## config.mk

```make
export PLATFORM = sky130hd
export DESIGN_NAME = sample_clock_delay_and_detect
export DESIGN_NICKNAME = d
export VERILOG_FILES = /design/src/design/clock_skew_pkg.sv /design/src/design/clock_detect_filter.sv /design/src/design/sample_clock_delay_and_detect.sv
export VERILOG_INCLUDE_DIRS = /design/src /design/src/design
export SDC_FILE = /design/constraint.sdc
export NUM_CORES = 1
export LEC_CHECK = 0
export BUFFER_PORTS_ARGS = -buffer_cell sky130_fd_sc_hd__buf_4
export CAP_MARGIN = 25
export CORE_MARGIN = 10
export CORE_UTILIZATION = 30
export CTS_CLUSTER_DIAMETER = 120
export CTS_CLUSTER_SIZE = 24
export DETAILED_ROUTE_END_ITERATION = 8
export GPL_TIMING_DRIVEN = 1
export PLACE_DENSITY = 0.59
export SLEW_MARGIN = 15
export SYNTH_ARGS = -nofsm -noshare
export SYNTH_HDL_FRONTEND = slang
export SYNTH_HIERARCHICAL = 1
export SYNTH_SLANG_ARGS = --single-unit
```

## constraint.sdc

```tcl
create_clock -name clock -period 4.9 [get_ports clock]
set_input_delay 0.98 -clock clock [delete_from_list [all_inputs] [get_ports clock]]
set_output_delay 0.98 -clock clock [all_outputs]
set_load 0.05 [all_outputs]
```

## src/design/clock_skew_map.svh

```systemverilog
// Register indices, field positions, reset values and timing counts.
`ifndef CLOCK_SKEW_MAP_SVH
`define CLOCK_SKEW_MAP_SVH

// Register indices; the byte address on the bus is four times the index.
`define IDX_DELAY_MODE        12'h110
`define IDX_ANALOG_FINE       12'h112
`define IDX_DIGITAL_SUPERFINE 12'h113
`define IDX_DIGITAL_FINE      12'h114
`define IDX_DETECT_CONFIG     12'h11A
`define IDX_PRESENCE_STATUS   12'h11B
`define IDX_IRQ_STATUS        12'h130
`define IDX_IRQ_MASK          12'h131

// Reset values.
`define RST_DELAY_MODE        3'h0
`define RST_ANALOG_FINE       8'hC0
`define RST_DIGITAL_SUPERFINE 8'h00
`define RST_DIGITAL_FINE      8'hC0
`define RST_DETECT_CONFIG     8'h0E
`define RST_IRQ_MASK          2'h0

// Step limits of the delay lines.
`define FINE_MAX_STEPS        8'hC0
`define FINE_LIMITED_STEPS    8'h10
`define SUPERFINE_MAX_STEPS   8'h80

// Field positions.
`define DET_THRESH_MSB        4
`define DET_THRESH_LSB        3
`define IRQ_LOCK_GAINED       0
`define IRQ_LOCK_LOST         1

// Threshold codes.
`define THRESH_FAST           2'h1
`define THRESH_SLOW           2'h3

// Qualification times before the clock is reported as locked.
`define CLK_PERIOD_NS         10
`define QUAL_FAST_NS          320
`define QUAL_SLOW_NS          1280
`define QUAL_FAST_CYC \
  ((`QUAL_FAST_NS + `CLK_PERIOD_NS - 1) / `CLK_PERIOD_NS)
`define QUAL_SLOW_CYC \
  ((`QUAL_SLOW_NS + `CLK_PERIOD_NS - 1) / `CLK_PERIOD_NS)

`endif

```

## src/design/clock_skew_pkg.sv

```systemverilog
// Types shared by the sample-clock skew and detection block.
`default_nettype none

package clock_skew_pkg;

  typedef enum logic [2:0] {
    MODE_NONE          = 3'b000,
    MODE_FINE_SHORT    = 3'b010,
    MODE_FINE_SHORT_LJ = 3'b011,
    MODE_FINE_FULL     = 3'b100,
    MODE_SUPERFINE     = 3'b110
  } delay_mode_t;

  typedef enum logic [1:0] {
    DET_SEARCH  = 2'b00,
    DET_QUALIFY = 2'b01,
    DET_LOCKED  = 2'b10
  } detect_state_t;

endpackage

`default_nettype wire

```

## src/design/clock_detect_filter.sv

```systemverilog
// Qualifies the raw clock-activity indication into a locked status.
`include "clock_skew_map.svh"
`default_nettype none

module clock_detect_filter (
  input  wire logic       clock,
  input  wire logic       reset,
  input  wire logic       activity,
  input  wire logic [1:0] thresholdCode,
  output logic            locked
);

  clock_skew_pkg::detect_state_t state_r;
  clock_skew_pkg::detect_state_t state_nxt;
  logic [7:0] count_r;
  logic [7:0] count_nxt;
  logic [7:0] qualLen;

  // Slow sample rates need a longer window of unbroken activity before lock is claimed.
  // Undefined threshold codes fall back to the fast setting.
  assign qualLen = (thresholdCode == `THRESH_SLOW) ?
                   8'(`QUAL_SLOW_CYC) : 8'(`QUAL_FAST_CYC);

  always_comb begin
    state_nxt = state_r;
    count_nxt = count_r;
    unique case (state_r)
      clock_skew_pkg::DET_SEARCH: begin
        count_nxt = 8'h00;
        if (activity) begin
          state_nxt = clock_skew_pkg::DET_QUALIFY;
          count_nxt = 8'h01;
        end
      end
      clock_skew_pkg::DET_QUALIFY: begin
        if (!activity) begin
          state_nxt = clock_skew_pkg::DET_SEARCH;
          count_nxt = 8'h00;
        end else if (count_r >= qualLen) begin
          state_nxt = clock_skew_pkg::DET_LOCKED;
        end else begin
          count_nxt = count_r + 8'h01;
        end
      end
      clock_skew_pkg::DET_LOCKED: begin
        if (!activity) begin
          state_nxt = clock_skew_pkg::DET_SEARCH;
          count_nxt = 8'h00;
        end
      end
      default: begin
        state_nxt = clock_skew_pkg::DET_SEARCH;
        count_nxt = 8'h00;
      end
    endcase
  end

  always_ff @(posedge clock) begin
    if (reset) begin
      state_r <= clock_skew_pkg::DET_SEARCH;
      count_r <= 8'h00;
    end else begin
      state_r <= state_nxt;
      count_r <= count_nxt;
    end
  end

  assign locked = (state_r == clock_skew_pkg::DET_LOCKED);

endmodule

`default_nettype wire

```

## src/design/sample_clock_delay_and_detect.sv

```systemverilog
// Sample-clock skew registers, delay application and clock detection.
//
// Function
// - Analog fine delay: 8-bit count of 1.725 ps steps, resets to 192.
// - Analog fine delay applies only in delay modes 2, 3, 4 or 6.
// - Digital super-fine delay: 8-bit, 0.25 ps steps, max 128, resets 0.
// - Digital super-fine delay applies only in delay modes 010 or 110.
// - Digital fine: 8-bit, 1.725 ps steps, resets 192, modes 2,3,4,6.
// - Detection threshold bits 4:3: 01 at or above 300 MSPS, 11 below.
// - Status bit 0 reads 1 when input clock detected and locked.
// - Detect config bits 7:5 reset zero, bits 2:0 reset 6, writable.
// - Mode 000 none, 010/011 fine 0-16, 100 fine 192, 110 super-fine.
//
// Decided for this implementation: the AHB-Lite register port.
`include "clock_skew_map.svh"
`default_nettype none

module sample_clock_delay_and_detect (
  input  wire logic        clock,
  input  wire logic        reset,
  input  wire logic        hsel,
  input  wire logic [31:0] haddr,
  input  wire logic [1:0]  htrans,
  input  wire logic        hwrite,
  input  wire logic [2:0]  hsize,
  input  wire logic [31:0] hwdata,
  input  wire logic        hready,
  output logic             hreadyout,
  output logic [31:0]      hrdata,
  output logic             hresp,
  input  wire logic        clockActivity,
  output logic [2:0]       delayMode,
  output logic [7:0]       analogFineDelay,
  output logic [7:0]       digitalFineDelay,
  output logic [7:0]       digitalSuperfineDelay,
  output logic             analogFineEnable,
  output logic             digitalFineEnable,
  output logic             superfineEnable,
  output logic             clockLocked,
  output logic             irq
);

  // Delay mode decoding, shared by both fine paths and the super-fine path.
  function automatic logic fineUsed(input logic [2:0] mode);
    return (mode == clock_skew_pkg::MODE_FINE_SHORT)    ||
           (mode == clock_skew_pkg::MODE_FINE_SHORT_LJ) ||
           (mode == clock_skew_pkg::MODE_FINE_FULL)     ||
           (mode == clock_skew_pkg::MODE_SUPERFINE);
  endfunction

  function automatic logic superfineUsed(input logic [2:0] mode);
    return (mode == clock_skew_pkg::MODE_FINE_SHORT) ||
           (mode == clock_skew_pkg::MODE_SUPERFINE);
  endfunction

  // The short fine modes only have the first sixteen steps.
  function automatic logic [7:0] fineLimit(input logic [2:0] mode);
    if ((mode == clock_skew_pkg::MODE_FINE_SHORT) ||
        (mode == clock_skew_pkg::MODE_FINE_SHORT_LJ)) begin
      return `FINE_LIMITED_STEPS;
    end
    return `FINE_MAX_STEPS;
  endfunction

  function automatic logic [7:0] clampSteps(input logic [7:0] value,
                                            input logic [7:0] limit);
    return (value > limit) ? limit : value;
  endfunction

  // ---------------------------------------------------------------
  // Bus address phase capture.
  // ---------------------------------------------------------------
  logic        addrTaken;
  logic        wrPhase_r;
  logic        rdPhase_r;
  logic        rdWait_r;
  logic [11:0] phaseIdx_r;
  logic        phaseMapped_r;
  logic        idxInRange;

  assign addrTaken  = hsel && htrans[1] && hready;
  assign idxInRange = (haddr[31:14] == 18'h00000) && (haddr[1:0] == 2'h0);

  always_ff @(posedge clock) begin
    if (reset) begin
      wrPhase_r     <= 1'b0;
      rdPhase_r     <= 1'b0;
      phaseIdx_r    <= 12'h000;
      phaseMapped_r <= 1'b0;
    end else if (addrTaken) begin
      wrPhase_r     <= hwrite;
      rdPhase_r     <= !hwrite;
      phaseIdx_r    <= haddr[13:2];
      phaseMapped_r <= idxInRange;
    end else if (hreadyout) begin
      wrPhase_r     <= 1'b0;
      rdPhase_r     <= 1'b0;
    end
  end

  // Reads take one wait state so a write just before them is visible.
  always_ff @(posedge clock) begin
    if (reset) begin
      rdWait_r <= 1'b0;
    end else begin
      rdWait_r <= addrTaken && !hwrite;
    end
  end

  assign hreadyout = !rdWait_r;
  assign hresp     = 1'b0;

  // ---------------------------------------------------------------
  // Register selects for the data phase.
  // ---------------------------------------------------------------
  logic selMode;
  logic selAnalogFine;
  logic selSuperfine;
  logic selDigitalFine;
  logic selDetectCfg;
  logic selStatus;
  logic selIrqStatus;
  logic selIrqMask;
  logic wrStrobe;

  assign selMode        = phaseMapped_r && (phaseIdx_r == `IDX_DELAY_MODE);
  assign selAnalogFine  = phaseMapped_r && (phaseIdx_r == `IDX_ANALOG_FINE);
  assign selSuperfine   = phaseMapped_r &&
                          (phaseIdx_r == `IDX_DIGITAL_SUPERFINE);
  assign selDigitalFine = phaseMapped_r && (phaseIdx_r == `IDX_DIGITAL_FINE);
  assign selDetectCfg   = phaseMapped_r && (phaseIdx_r == `IDX_DETECT_CONFIG);
  assign selStatus      = phaseMapped_r &&
                          (phaseIdx_r == `IDX_PRESENCE_STATUS);
  assign selIrqStatus   = phaseMapped_r && (phaseIdx_r == `IDX_IRQ_STATUS);
  assign selIrqMask     = phaseMapped_r && (phaseIdx_r == `IDX_IRQ_MASK);
  assign wrStrobe       = wrPhase_r;

  // ---------------------------------------------------------------
  // Software registers.
  // ---------------------------------------------------------------
  logic [2:0] delayMode_r;
  logic [7:0] analogFine_r;
  logic [7:0] superfine_r;
  logic [7:0] digitalFine_r;
  logic [7:0] detectCfg_r;
  logic [1:0] irqStatus_r;
  logic [1:0] irqStatus_nxt;
  logic [1:0] irqMask_r;

  always_ff @(posedge clock) begin
    if (reset) begin
      delayMode_r <= `RST_DELAY_MODE;
    end else if (wrStrobe && selMode) begin
      delayMode_r <= hwdata[2:0];
    end
  end

  always_ff @(posedge clock) begin
    if (reset) begin
      analogFine_r <= `RST_ANALOG_FINE;
    end else if (wrStrobe && selAnalogFine) begin
      analogFine_r <= hwdata[7:0];
    end
  end

  always_ff @(posedge clock) begin
    if (reset) begin
      superfine_r <= `RST_DIGITAL_SUPERFINE;
    end else if (wrStrobe && selSuperfine) begin
      superfine_r <= hwdata[7:0];
    end
  end

  always_ff @(posedge clock) begin
    if (reset) begin
      digitalFine_r <= `RST_DIGITAL_FINE;
    end else if (wrStrobe && selDigitalFine) begin
      digitalFine_r <= hwdata[7:0];
    end
  end

  always_ff @(posedge clock) begin
    if (reset) begin
      detectCfg_r <= `RST_DETECT_CONFIG;
    end else if (wrStrobe && selDetectCfg) begin
      detectCfg_r <= hwdata[7:0];
    end
  end

  always_ff @(posedge clock) begin
    if (reset) begin
      irqMask_r <= `RST_IRQ_MASK;
    end else if (wrStrobe && selIrqMask) begin
      irqMask_r <= hwdata[1:0];
    end
  end

  // ---------------------------------------------------------------
  // Clock detection.
  // ---------------------------------------------------------------
  logic       lockedNow;
  logic       lockedPrev_r;
  logic [1:0] thresholdCode;
  logic [1:0] irqEvents;

  assign thresholdCode = detectCfg_r[`DET_THRESH_MSB:`DET_THRESH_LSB];

  clock_detect_filter detector (
    .clock         (clock),
    .reset         (reset),
    .activity      (clockActivity),
    .thresholdCode (thresholdCode),
    .locked        (lockedNow)
  );

  always_ff @(posedge clock) begin
    if (reset) begin
      lockedPrev_r <= 1'b0;
    end else begin
      lockedPrev_r <= lockedNow;
    end
  end

  assign irqEvents[`IRQ_LOCK_GAINED] = lockedNow && !lockedPrev_r;
  assign irqEvents[`IRQ_LOCK_LOST]   = !lockedNow && lockedPrev_r;

  // A new event in the cycle of a write-one clear keeps its bit set.
  always_comb begin
    irqStatus_nxt = irqStatus_r;
    if (wrStrobe && selIrqStatus) begin
      irqStatus_nxt = irqStatus_r & ~hwdata[1:0];
    end
    irqStatus_nxt = irqStatus_nxt | irqEvents;
  end

  always_ff @(posedge clock) begin
    if (reset) begin
      irqStatus_r <= 2'h0;
    end else begin
      irqStatus_r <= irqStatus_nxt;
    end
  end

  assign irq = |(irqStatus_r & irqMask_r);

  // ---------------------------------------------------------------
  // Delay application. Index 0 is the analog path, 1 the digital.
  // ---------------------------------------------------------------
  logic [7:0] fineSetting [2];
  logic [7:0] fineApplied [2];
  logic [7:0] fineOut_r   [2];
  logic [7:0] superApplied;
  logic [7:0] superOut_r;
  logic       fineOn;
  logic       superOn;
  logic       fineEn_r;
  logic       superEn_r;

  assign fineSetting[0] = analogFine_r;
  assign fineSetting[1] = digitalFine_r;

  assign fineOn  = fineUsed(delayMode_r);
  assign superOn = superfineUsed(delayMode_r);

  // Codes above 192 are undefined, so the line is held at its last step
  // instead of wrapping onto a short delay.
  genvar g;
  generate
    for (g = 0; g < 2; g++) begin : finePath
      assign fineApplied[g] = fineOn ?
        clampSteps(fineSetting[g], fineLimit(delayMode_r)) : 8'h00;

      always_ff @(posedge clock) begin
        if (reset) begin
          fineOut_r[g] <= 8'h00;
        end else begin
          fineOut_r[g] <= fineApplied[g];
        end
      end
    end
  endgenerate

  assign superApplied = superOn ?
    clampSteps(superfine_r, `SUPERFINE_MAX_STEPS) : 8'h00;

  always_ff @(posedge clock) begin
    if (reset) begin
      superOut_r <= 8'h00;
      fineEn_r   <= 1'b0;
      superEn_r  <= 1'b0;
    end else begin
      superOut_r <= superApplied;
      fineEn_r   <= fineOn;
      superEn_r  <= superOn;
    end
  end

  assign delayMode             = delayMode_r;
  assign analogFineDelay       = fineOut_r[0];
  assign digitalFineDelay      = fineOut_r[1];
  assign digitalSuperfineDelay = superOut_r;
  assign analogFineEnable      = fineEn_r;
  assign digitalFineEnable     = fineEn_r;
  assign superfineEnable       = superEn_r;
  assign clockLocked           = lockedNow;

  // ---------------------------------------------------------------
  // Read data.
  // ---------------------------------------------------------------
  logic [7:0]  statusByte;
  logic [31:0] readMux;

  assign statusByte = {7'h00, lockedNow};

  assign readMux = selMode        ? {29'h0, delayMode_r}   :
                   selAnalogFine  ? {24'h0, analogFine_r}  :
                   selSuperfine   ? {24'h0, superfine_r}   :
                   selDigitalFine ? {24'h0, digitalFine_r} :
                   selDetectCfg   ? {24'h0, detectCfg_r}   :
                   selStatus      ? {24'h0, statusByte}    :
                   selIrqStatus   ? {30'h0, irqStatus_r}   :
                   selIrqMask     ? {30'h0, irqMask_r}     :
                   32'h00000000;

  always_ff @(posedge clock) begin
    if (reset) begin
      hrdata <= 32'h00000000;
    end else if (rdPhase_r && rdWait_r) begin
      hrdata <= readMux;
    end
  end

  // The bus carries only whole words; narrower sizes are served the same.
  logic unusedSize;
  assign unusedSize = ^hsize;

endmodule

`default_nettype wire

```

# Word level (Yosys, flattened, before mapping)
# Memories as Yosys holds them, arrays and structs flattened.
# Cells that the tools add are included.
# op_classes
shifts	0
eq_ne	20
n_mul	0
n_addsub	1
n_mux	36
reduce_logical	38
bitwise_logic	7
magnitude_cmp	4
div	0
# ops
cell	n
two-way mux 8 bit	18
== test 12 x 9 -> 1 bit, second input constant	8
one-hot mux 8 bit (3 select lines)	1
logical AND 1 bit	22
zero test 18 bit	1
greater-than comparator 8 bit	2
two-way mux 2 bit	8
adder 8 x 1 -> 8 bit, second input constant	1
greater-or-equal comparator 8 bit	1
greater-than comparator 8 bit, second input constant	1
two-way mux 1 bit	8
== test 3 x 2 -> 1 bit, second input constant	2
== test 3 bit, second input constant	2
!= test 2 bit, second input constant	3
one-hot mux 2 bit (3 select lines)	1
bitwise AND 2 bit	2
== test 2 bit, second input constant	2
zero test 1 bit	4
zero test 2 bit	2
logical OR 1 bit	4
OR reduction 2 bit	2
!= test 3 x 2 -> 1 bit, second input constant	1
!= test 3 bit, second input constant	1
AND reduction 3 bit	1
other kinds (7)	8
# word_totals
mem_bits_rw	16
latch_bits	0
memories	1
wordCells	127
in_bits	75
rom_bits	0
out_inout_bits	66
reg_bits	108
# mem_list
name	words	word_bits	read_ports	rd_clocked_by_memory_dff	write_ports	line	source
fineOut_r	2	8	2	0	2	sample_clock_delay_and_detect.sv:251	logic [7:0] fineOut_r [2];

# Logic depth before layout (Yosys ltp)
# Gate-level depths: netlist of run 1.
# logic_depth
word_depth	10
ltp_mapped	8
mapped_depth_nobuf	7

# By module
# The synthesis of run 1 kept the hierarchy.
# modules_own_cells
mod	cells_per_inst	area_per_inst_um2	seq_area_each_um2	instances
sample_clock_delay_and_detect	454	3973.8	1801.7	1
clock_detect_filter	72	645.6	200.2	1

# Worst setup path after synthesis of run 1
# Ideal clock, no wire load.
# synth_timing
path_kind	register to output
start	register detector.state_r[1]
end	output port clockLocked
path_stages_with_launch	2
t_required_ns	3.920
setup_slack_ns	2.575
arrival_time_ns	1.345
cell_sequence	dfxtp_1 nor2b_1
# synth_via
elab_chain_len	1
# synth_rtl
element	line	source
start, declared	clock_detect_filter.sv:13	clock_skew_pkg::detect_state_t state_r;
start signal, assigned	clock_detect_filter.sv:60	state_r <= clock_skew_pkg::DET_SEARCH;
start signal, assigned	clock_detect_filter.sv:63	state_r <= state_nxt;
== test 2 bit	clock_detect_filter.sv:68	assign locked = (state_r == clock_skew_pkg::DET_LOCKED);
end, declared	sample_clock_delay_and_detect.sv:39	output logic clockLocked,
# No other way between the ends.

# Worst setup path in the final report of run 1
# layout_timing
start	register phaseIdx_r[1]
end	register digitalFine_r[5]
# layout_via
elab_chain_len	3
# layout_rtl
element	line	source
start, declared	sample_clock_delay_and_detect.sv:77	logic [11:0] phaseIdx_r;
start signal, assigned	sample_clock_delay_and_detect.sv:93	phaseIdx_r <= haddr[13:2];
== test 12 x 9 -> 1 bit (no source line)	n/a	
logical AND 1 bit	sample_clock_delay_and_detect.sv:130	assign selDigitalFine = phaseMapped_r && (phaseIdx_r == `IDX_DIGITAL_FINE);
logical AND 1 bit	sample_clock_delay_and_detect.sv:177	end else if (wrStrobe && selDigitalFine) begin
end signal, assigned	sample_clock_delay_and_detect.sv:176	digitalFine_r <= `RST_DIGITAL_FINE;
end signal, assigned	sample_clock_delay_and_detect.sv:178	digitalFine_r <= hwdata[7:0];
end, declared	sample_clock_delay_and_detect.sv:144	logic [7:0] digitalFine_r;
# No other way between the ends.
# A chain may end at the register's enable or synchronous reset.

==> results of run 1 <==
## Yosys cell counts, drive strengths merged (4+ instances only)
master / number
clkbuf: 19
nor2: 29
inv: 9
o21ai: 6
a211o: 4
dfxtp: 100
nand2: 79
o21a: 4
nor2b: 13
a21o: 9
nor4: 13
a21oi: 49
mux2i: 22
nor3: 7
nand3: 23
nand3b: 4
a22o: 5
or2: 4
or3: 8
and2: 21
nand2b: 7
ha: 10
nand4: 6
buf: 31
a22oi: 7
## logic make-up after synthesis
logic type	count (synthesis)	synth area share [%]
and+or+nand+nor	230	26.9
AOI/OAI and AO/OA	101	14.2
DFF	100	43.3
buffers and inverters	59	7.15
muxes	24	5.25
adders and majority gates	10	2.71
other	1	0.0812
xor gates and xnor gates	1	0.352
## layout by cell type, fill, tap and decap left out, drive strengths merged, types with 5 or more instances in the layout
cell | synthesis | layout
nand4 | 6 | 6
a22oi | 7 | 7
o21ai | 6 | 6
a22o | 5 | 5
nor4 | 13 | 13
nand2b | 7 | 7
nor2 | 29 | 29
mux2i | 22 | 22
or3 | 8 | 8
nor2b | 13 | 13
ha | 10 | 10
conb | 1 | 25
clkbuf | 19 | 10
inv | 9 | 10
dfxtp | 100 | 100
nand3 | 23 | 23
buf | 31 | 87
a21oi | 49 | 49
nand2 | 79 | 79
a21o | 9 | 9
and2 | 21 | 21
nor3 | 7 | 7
## through the flow
stage	std cells	utilization [%]	hold slack, ns	area, µm²	setup slack (ns)
after floorplan	550	-	0.431	4710	2.57
after global placement	775	35.0	0.438	5300	2.22
after detailed placement	775	35.0	0.445	5300	2.22
after CTS	790	36.8	0.454	5570	2.21
after global routing	790	36.8	0.474	5570	2.00
final	790	36.8	0.452	5570	2.18
## routing by layer
layer  GRT usage (%)  up-vias
li1                -     1942
met1            14.4     1794
met2            19.5      139
met3            3.64       14
met4            3.87        0
met5               0        -
## final timing paths
kind	endpoint	depth (start not counted)
worst max-delay path	digitalFine_r[5]	5
worst min-delay path	detectCfg_r[7]	2
worst min register to register	detectCfg_r[7]	2
worst max register to register	digitalFine_r[5]	5
## critical path, stage by stage, from the launching register on
cell     delay [ns]
dfxtp_1        0.53
or4b_2         0.79
nor4_4         0.63
nand2_1        0.37
nand2_1        0.18
a21oi_1        0.07
## layout make-up
type	count	area [µm²]
clock buffer	10	229
clock inverter	5	38.8
fill	1545	9580
inverter	9	33.8
multi-input combinational	391	2380
sequential	100	2000
tap	188	235
timing repair buffer	87	653
## where the power goes
group	leakage [nW]	internal (mW)	switching, mW	total [mW]
Sequential	0.807	0.817	0.00746	0.825
Combinational	1.38	0.0353	0.0806	0.116
Clock	0.134	0.345	0.307	0.653
==> impl_metrics.env, run 1 <==
export IMPL_status="completed"
export IMPL_drive_above_1_share_pct=19.9
export IMPL_dieHeight_um=144
export IMPL_viasPerCell=4.92
export IMPL_avgSynthCellArea_um2=8.78
export IMPL_max_vdd_ir_drop_v=0.000159
export IMPL_grt_usage_pct=11.8
export IMPL_grt_first_pass_wirelength_um=19700
export IMPL_cts_resized=0
export IMPL_setup_violations=0
export IMPL_finalSetupTns_ns=0
export IMPL_hp_class="flip-flop to flip-flop"
export IMPL_worst_pin_slew_ns=0.856
export IMPL_hold_viol_final=0
export IMPL_vias=3889
export IMPL_area_delta_synth_final_pct=20.6
export IMPL_grt_pass1_vias=3982
export IMPL_cts_buffer_depth=2
export IMPL_yosys_warnings=6
export IMPL_worstPathArrival_ns=2.92
export IMPL_netlist_cell_type_count=58
export IMPL_p_leak_nw=2.32
export IMPL_clock_sinks=100
export IMPL_async_flop_share_pct=0
export IMPL_top_regs="fineOut_r x16, phaseIdx_r x12"
export IMPL_hpwl_um=9340
export IMPL_grt_max_degree=65
export IMPL_drv_cap=0
export IMPL_fp_row_count=45
export IMPL_netlist_instances=526
export IMPL_finalClockSkew_ns=0.0112
export IMPL_fp_dieW_um=144
export IMPL_regMostFlops="fineOut_r"
export IMPL_cp_end_kind="flip-flop"
export IMPL_postCtsSetupBuffers=0
export IMPL_fp_dieArea_mm2=0.0208
export IMPL_drc=0
export IMPL_nets=683
export IMPL_core_mm2=0.0151
export IMPL_wl_met1_um=5410
export IMPL_wl_met3_um=909
export IMPL_io_pins=141
export IMPL_seq_area_frac_synth_pct=43.3
export IMPL_synth_area_leaders="dfxtp_1, nand2_1, a21oi_1, mux2i_1, buf_4"
export IMPL_yosys_register_bits=100
export IMPL_power_density_mw_per_mm2=286
export IMPL_drtAntennaViolNets=0
export IMPL_crit_type="flip-flop to flip-flop"
export IMPL_routedWlPerCell_um=15.4
export IMPL_p_total_mw=1.59
export IMPL_drv_slew=0
export IMPL_r2r_start="phaseIdx_r[1]"
export IMPL_max_slew_margin_pct=42.8
export IMPL_synth_flop_cell="dfxtp_1"
export IMPL_root_buffer="clkbuf_16"
export IMPL_grt_antenna_before_repair=0
export IMPL_port_buffers=87
export IMPL_antenna_cells=0
export IMPL_wl_met2_um=5690
export IMPL_cp_max_fo=20
export IMPL_gp_congestion=0.844
export IMPL_grt_setup_unrepaired="no"
export IMPL_postCtsHoldBufs=0
export IMPL_cts_tree="done"
export IMPL_min_period_ns=2.72
export IMPL_crit_start="phaseIdx_r[1]"
export IMPL_largest_reg_flops=16
export IMPL_grt_overflow_total=0
export IMPL_required_ns=5.10
export IMPL_critPathLaunchType="flip-flop"
export IMPL_drt_first_iter_violations=206
export IMPL_drt_pass1_iter_count=4
export IMPL_synth_edf_count=0
export IMPL_r2r_slack_ns=2.18
export IMPL_cts_buffers=9
export IMPL_yosysTopAreaCell="dfxtp_1"
export IMPL_yosysTopAreaCellShare_pct=43.3
export IMPL_synth_area_mm2=0.00462
export IMPL_cts_reportedPaths_clkPinSlew_ns=0.07
export IMPL_holdCritStartpoint="detectCfg_r[7]"
export IMPL_period_share_pct=55.5
export IMPL_initial_core_util_pct=30.5
export IMPL_route_top_layer_used="met4"
export IMPL_max_freq_ghz=0.368
export IMPL_wirelength_um=12200
export IMPL_htree_levels=3
export IMPL_clock_latency_ns=0.35
(Power assumes the default switching activity.)
==> inputs of run 2 (changes only) <==
==> constraint.sdc (replaced) <==
create_clock -name clock -period 2.7 [get_ports clock]
set_input_delay 0.54 -clock clock [delete_from_list [all_inputs] [get_ports clock]]
set_output_delay 0.54 -clock clock [all_outputs]
set_load 0.05 [all_outputs]
==> run 2 against run 1 <==
Effect of this change:
- via count rose by 1.9%
- first-iteration DRC count rose by 49%
- core utilization rose by 0.86 points
==> impl_metrics.env, run 2 (synthesis results as in run 1) <==
export IMPL_path_cells="or4b_1 > or2_4 > nor3_4 > nor2b_1 > a211o_1"
export IMPL_antenna_cells=0
export IMPL_hold_viol_final=0
export IMPL_drv_slew=0
export IMPL_postCtsSetupBuffers=0
export IMPL_wirelength_um=12300
export IMPL_fp_dieW_um=144
export IMPL_max_stage_delay_ns=0.77
export IMPL_io_pins=141
export IMPL_worst_pin_slew_ns=0.716
export IMPL_top_regs="fineOut_r x16, phaseIdx_r x12"
export IMPL_root_buffer="clkbuf_16"
export IMPL_max_slew_margin_pct=52.2
export IMPL_max_vdd_ir_drop_v=0.000300
export IMPL_grt_antenna_before_repair=0
export IMPL_clock_latency_ns=0.35
export IMPL_p_leak_nw=2.40
export IMPL_drt_pass1_iter_count=4
export IMPL_nets=693
export IMPL_cp_end_kind="flip-flop"
export IMPL_max_freq_ghz=0.416
export IMPL_cts_buffer_depth=2
export IMPL_drtAntennaViolNets=0
export IMPL_crit_buf_inv=0
export IMPL_crit_family="simple AND/OR/NAND/NOR gates"
export IMPL_finalNonFillerCells=800
export IMPL_status="completed"
export IMPL_post_dp_cell_area_mm2=0.00538
export IMPL_drt_first_iter_violations=306
export IMPL_cp_max_fo=10
export IMPL_layout_common_cells="dfxtp_1, buf_4, nand2_1, a21oi_1, nor2_1"
export IMPL_viasPerCell=4.95
export IMPL_grt_pass1_vias=4115
export IMPL_cts_buffers=9
export IMPL_postCtsHoldBufs=0
export IMPL_cts_reportedPaths_clkPinSlew_ns=0.07
export IMPL_area_delta_synth_final_pct=23.4
export IMPL_fin_util_pct=37.6
export IMPL_dieHeight_um=144
export IMPL_initial_core_util_pct=30.5
export IMPL_crit_start="phaseIdx_r[11]"
export IMPL_finalClockSkew_ns=0.00757
export IMPL_grt_usage_pct=12.0
export IMPL_final_common_cell="dfxtp_1"
export IMPL_worstPathArrival_ns=2.64
export IMPL_finalSetupTns_ns=0
export IMPL_required_ns=2.93
export IMPL_r2r_start="phaseIdx_r[11]"
export IMPL_port_buffers=87
export IMPL_hpwl_um=9540
export IMPL_fp_dieArea_mm2=0.0208
export IMPL_clock_sinks=100
export IMPL_r2r_slack_ns=0.30
export IMPL_vias=3963
export IMPL_drive_above_1_share_pct=21.4
export IMPL_cts_tree="done"
export IMPL_grt_setup_unrepaired="no"
export IMPL_worstReg2RegEnd="analogFine_r[6]"
export IMPL_top_usage_layer="met2"
export IMPL_critPathLaunchType="flip-flop"
export IMPL_largest_reg_flops=16
export IMPL_fp_row_count=45
export IMPL_placedCellCount=785
export IMPL_htree_levels=3
export IMPL_drv_cap=0
export IMPL_grtUsageMet2_pct=19.2
export IMPL_drc=0
export IMPL_worstHoldEndpoint="rdWait_r"
export IMPL_core_mm2=0.0151
export IMPL_grt_overflow_total=0
export IMPL_regMostFlops="fineOut_r"
export IMPL_grt_max_degree=41
export IMPL_min_period_ns=2.40
export IMPL_hp_class="primary input to flip-flop"
export IMPL_fin_area_mm2=0.00570
export IMPL_routedWlPerCell_um=15.3
export IMPL_p_total_mw=3.10
export IMPL_min_path_cells=2
export IMPL_crit_slowest_cell="or4b_1"
export IMPL_setup_violations=0
export IMPL_holdCritStartpoint="hwrite"
export IMPL_period_share_pct=89.0
export IMPL_grt_first_pass_wirelength_um=20100
export IMPL_power_density_mw_per_mm2=543
export IMPL_cts_resized=0
export IMPL_met1_usage_pct=14.7
export IMPL_r2r_cells=5
export IMPL_gp_congestion=0.871
export IMPL_crit_type="flip-flop to flip-flop"
export IMPL_met3_usage_pct=4.13
## run 2: final cells by class
cell class,instances,area [µm²]
clock buffer,9,225
clock inverter,6,97.6
fill,1537,9450
inverter,9,33.8
multi-input combinational,391,2380
sequential,100,2000
tap,188,235
timing repair buffer,97,728
## run 2: metrics by stage
step	hold slack [ns]	setup slack, ns
6_report	0.376	0.296
5_1_grt	0.374	0.129
4_1_cts	0.364	0.318
3_5_place_dp	0.448	0.316
3_3_place_gp	0.438	0.358
2_1_floorplan	0.431	0.478
## run 2: how the worst max path moves through the flow
stage                           end  cells after the start
global route        analogFine_r[6]                      5
detailed placement  analogFine_r[6]                      5
finish              analogFine_r[6]                      5
CTS                 analogFine_r[6]                      5
floorplan           fineOut_r[1][6]                      7
global placement    analogFine_r[6]                      5
## run 2: worst register-to-register path: cells and delay by family (launching register included)
kind | cells | cell delay [ns]
DFF | 1 | 0.31
and+or+nand+nor | 4 | 1.70
AOI/OAI and AO/OA | 1 | 0.28
## run 2: metal layers
metal	routed length (µm)	share of wire (%)	vias up
met5	0	0	-
met4	184	1.5	0
met3	907	7.4	14
met2	5530	45	121
met1	5630	46	1866
li1	-	-	1962
## run 2: report_power, final
| part | total, mW | internal (mW) | switching (mW) |
|---|---|---|---|
| clock network | 1.38 | 0.819 | 0.565 |
| logic | 0.219 | 0.0665 | 0.152 |
| registers | 1.49 | 1.48 | 0.00873 |
| total | 3.10 | 2.37 | 0.726 |
==> inputs of run 3 (changes only) <==
--- a/config.mk
+++ b/config.mk
@@ -9,12 +9,12 @@
 export BUFFER_PORTS_ARGS = -buffer_cell sky130_fd_sc_hd__buf_4
 export CAP_MARGIN = 25
 export CORE_MARGIN = 10
-export CORE_UTILIZATION = 30
+export CORE_UTILIZATION = 50
 export CTS_CLUSTER_DIAMETER = 120
 export CTS_CLUSTER_SIZE = 24
 export DETAILED_ROUTE_END_ITERATION = 8
 export GPL_TIMING_DRIVEN = 1
-export PLACE_DENSITY = 0.59
+export PLACE_DENSITY = 0.86
 export SLEW_MARGIN = 15
 export SYNTH_ARGS = -nofsm -noshare
 export SYNTH_HDL_FRONTEND = slang
==> run 3 against run 2 <==
Effect of this change:
- via count up 0.68%
- count of clock-buffer cells in the layout unchanged
- power down 12%
- wire length down 7.4%
- hold slack worse by 0.047 ns
- cell area down 3.8%
- first-iteration DRC count down 4.9%
- non-clock buffer count down 1
- global-route usage up 4.4 points
- critical path type unchanged
- sequential share of layout area up 1.4 points
- fmax up 0.26%
==> impl_metrics.env, run 3 (synthesis results as in run 1) <==
export IMPL_cts_buffer_depth=2
export IMPL_fp_row_count=35
export IMPL_max_slew_margin_pct=52.9
export IMPL_grt_antenna_before_repair=0
export IMPL_status="completed"
export IMPL_gp_congestion=0.888
export IMPL_drv_cap=0
export IMPL_area_delta_synth_final_pct=18.7
export IMPL_cts_buffers=9
export IMPL_max_freq_ghz=0.417
export IMPL_worstPathArrival_ns=2.71
export IMPL_cp_max_fo=10
export IMPL_grt_first_pass_wirelength_um=17900
export IMPL_finalSetupTns_ns=0
export IMPL_power_density_mw_per_mm2=495
export IMPL_port_buffers=87
export IMPL_routedWlPerCell_um=15.7
export IMPL_cts_reportedPaths_clkPinSlew_ns=0.10
export IMPL_worst_pin_slew_ns=0.706
export IMPL_root_buffer="clkbuf_8"
export IMPL_cts_tree="done"
export IMPL_top_regs="fineOut_r x16, phaseIdx_r x12"
export IMPL_fin_area_mm2=0.00548
export IMPL_io_pins=141
export IMPL_postCtsHoldBufs=0
export IMPL_clock_sinks=100
export IMPL_postCtsSetupBuffers=0
export IMPL_nets=692
export IMPL_initial_core_util_pct=50.7
export IMPL_hold_viol_final=0
export IMPL_final_common_cell="dfxtp_1"
export IMPL_fp_dieArea_mm2=0.0135
export IMPL_core_mm2=0.00911
export IMPL_cp_end_kind="flip-flop"
export IMPL_p_leak_nw=2.33
export IMPL_viasPerCell=5.52
export IMPL_p_total_mw=2.71
export IMPL_drv_slew=0
export IMPL_drtAntennaViolNets=0
export IMPL_clock_latency_ns=0.38
export IMPL_setup_violations=0
export IMPL_htree_levels=3
export IMPL_crit_type="flip-flop to flip-flop"
export IMPL_min_path_cells=2
export IMPL_drt_pass1_iter_count=5
export IMPL_layout_common_cells="dfxtp_1, buf_4, nand2_1, a21oi_1, nor2_1"
export IMPL_grt_overflow_total=0
export IMPL_fill_cells=782
export IMPL_required_ns=3.01
export IMPL_max_vdd_ir_drop_v=0.000273
export IMPL_r2r_cells=5
export IMPL_largest_reg_flops=16
export IMPL_wirelength_um=11300
export IMPL_regMostFlops="fineOut_r"
export IMPL_vias=3990
export IMPL_antenna_cells=0
export IMPL_min_period_ns=2.40
export IMPL_grt_max_degree=44
export IMPL_drive_above_1_share_pct=21.4
export IMPL_seq_area_mm2=0.00200
export IMPL_grt_setup_unrepaired="no"
export IMPL_cts_resized=0
export IMPL_drt_first_iter_violations=291
export IMPL_grt_pass1_vias=3869
export IMPL_dieHeight_um=116
export IMPL_drc=0
export IMPL_fp_dieW_um=116
export IMPL_multi_input_area_mm2=0.00238
export IMPL_finalClockSkew_ns=0.00488
export IMPL_critPathLaunchType="flip-flop"
export IMPL_period_share_pct=88.8
export IMPL_grt_usage_pct=16.4
export IMPL_finalNonFillerCells=723
export IMPL_fin_util_pct=60.2
export IMPL_hp_class="primary input to flip-flop"
export IMPL_placedCellCount=707
export IMPL_post_dp_cell_area_mm2=0.00527
export IMPL_hpwl_um=8750
run 3: layer usage:
layer / vias to the layer above / global-route usage (%) / share of wire [%]
met5: - / 0 / 0
met4: 0 / 5.59 / 1.8
met3: 24 / 5.50 / 7.7
met2: 149 / 27.6 / 49
met1: 1866 / 19.1 / 42
li1: 1951 / - / -
run 3: path summary, 6_finish.rpt:
kind / startpoint / to / slack (ns)
min: hwrite / rdWait_r / 0.33
min reg2reg: phaseIdx_r[7] / phaseIdx_r[7] / 0.46
max: phaseIdx_r[11] / detectCfg_r[4] / 0.30
max reg2reg: phaseIdx_r[11] / detectCfg_r[4] / 0.30
run 3: cell type report:
cell class | count | share of cell area, %
clock buffer | 9 | 2.26
clock inverter | 7 | 1.55
inverter | 9 | 0.616
multi-input combinational | 391 | 43.4
sequential | 100 | 36.5
tap | 111 | 2.53
timing repair buffer | 96 | 13.1
run 3: worst max-delay path, cell delays in order, from the launching register on:
cell and delay [ns]:
dfxtp_1 0.32, or4b_1 0.76, nor4_4 0.62, and2_1 0.39, nand2_1 0.09, a21oi_1 0.15
run 3: per-stage QoR:
stage                     hold WS [ns]  setup WS [ns]
after floorplan                  0.431          0.478
after global placement           0.439          0.373
after detailed placement         0.445          0.322
after CTS                        0.317          0.297
after global routing             0.327          0.159
final                            0.329          0.302
run 3: report_power, final:
group,switching [mW],total (mW),internal [mW]
Clock,0.560,1.00,0.444
Combinational,0.151,0.217,0.0665
Sequential,0.00825,1.49,1.48
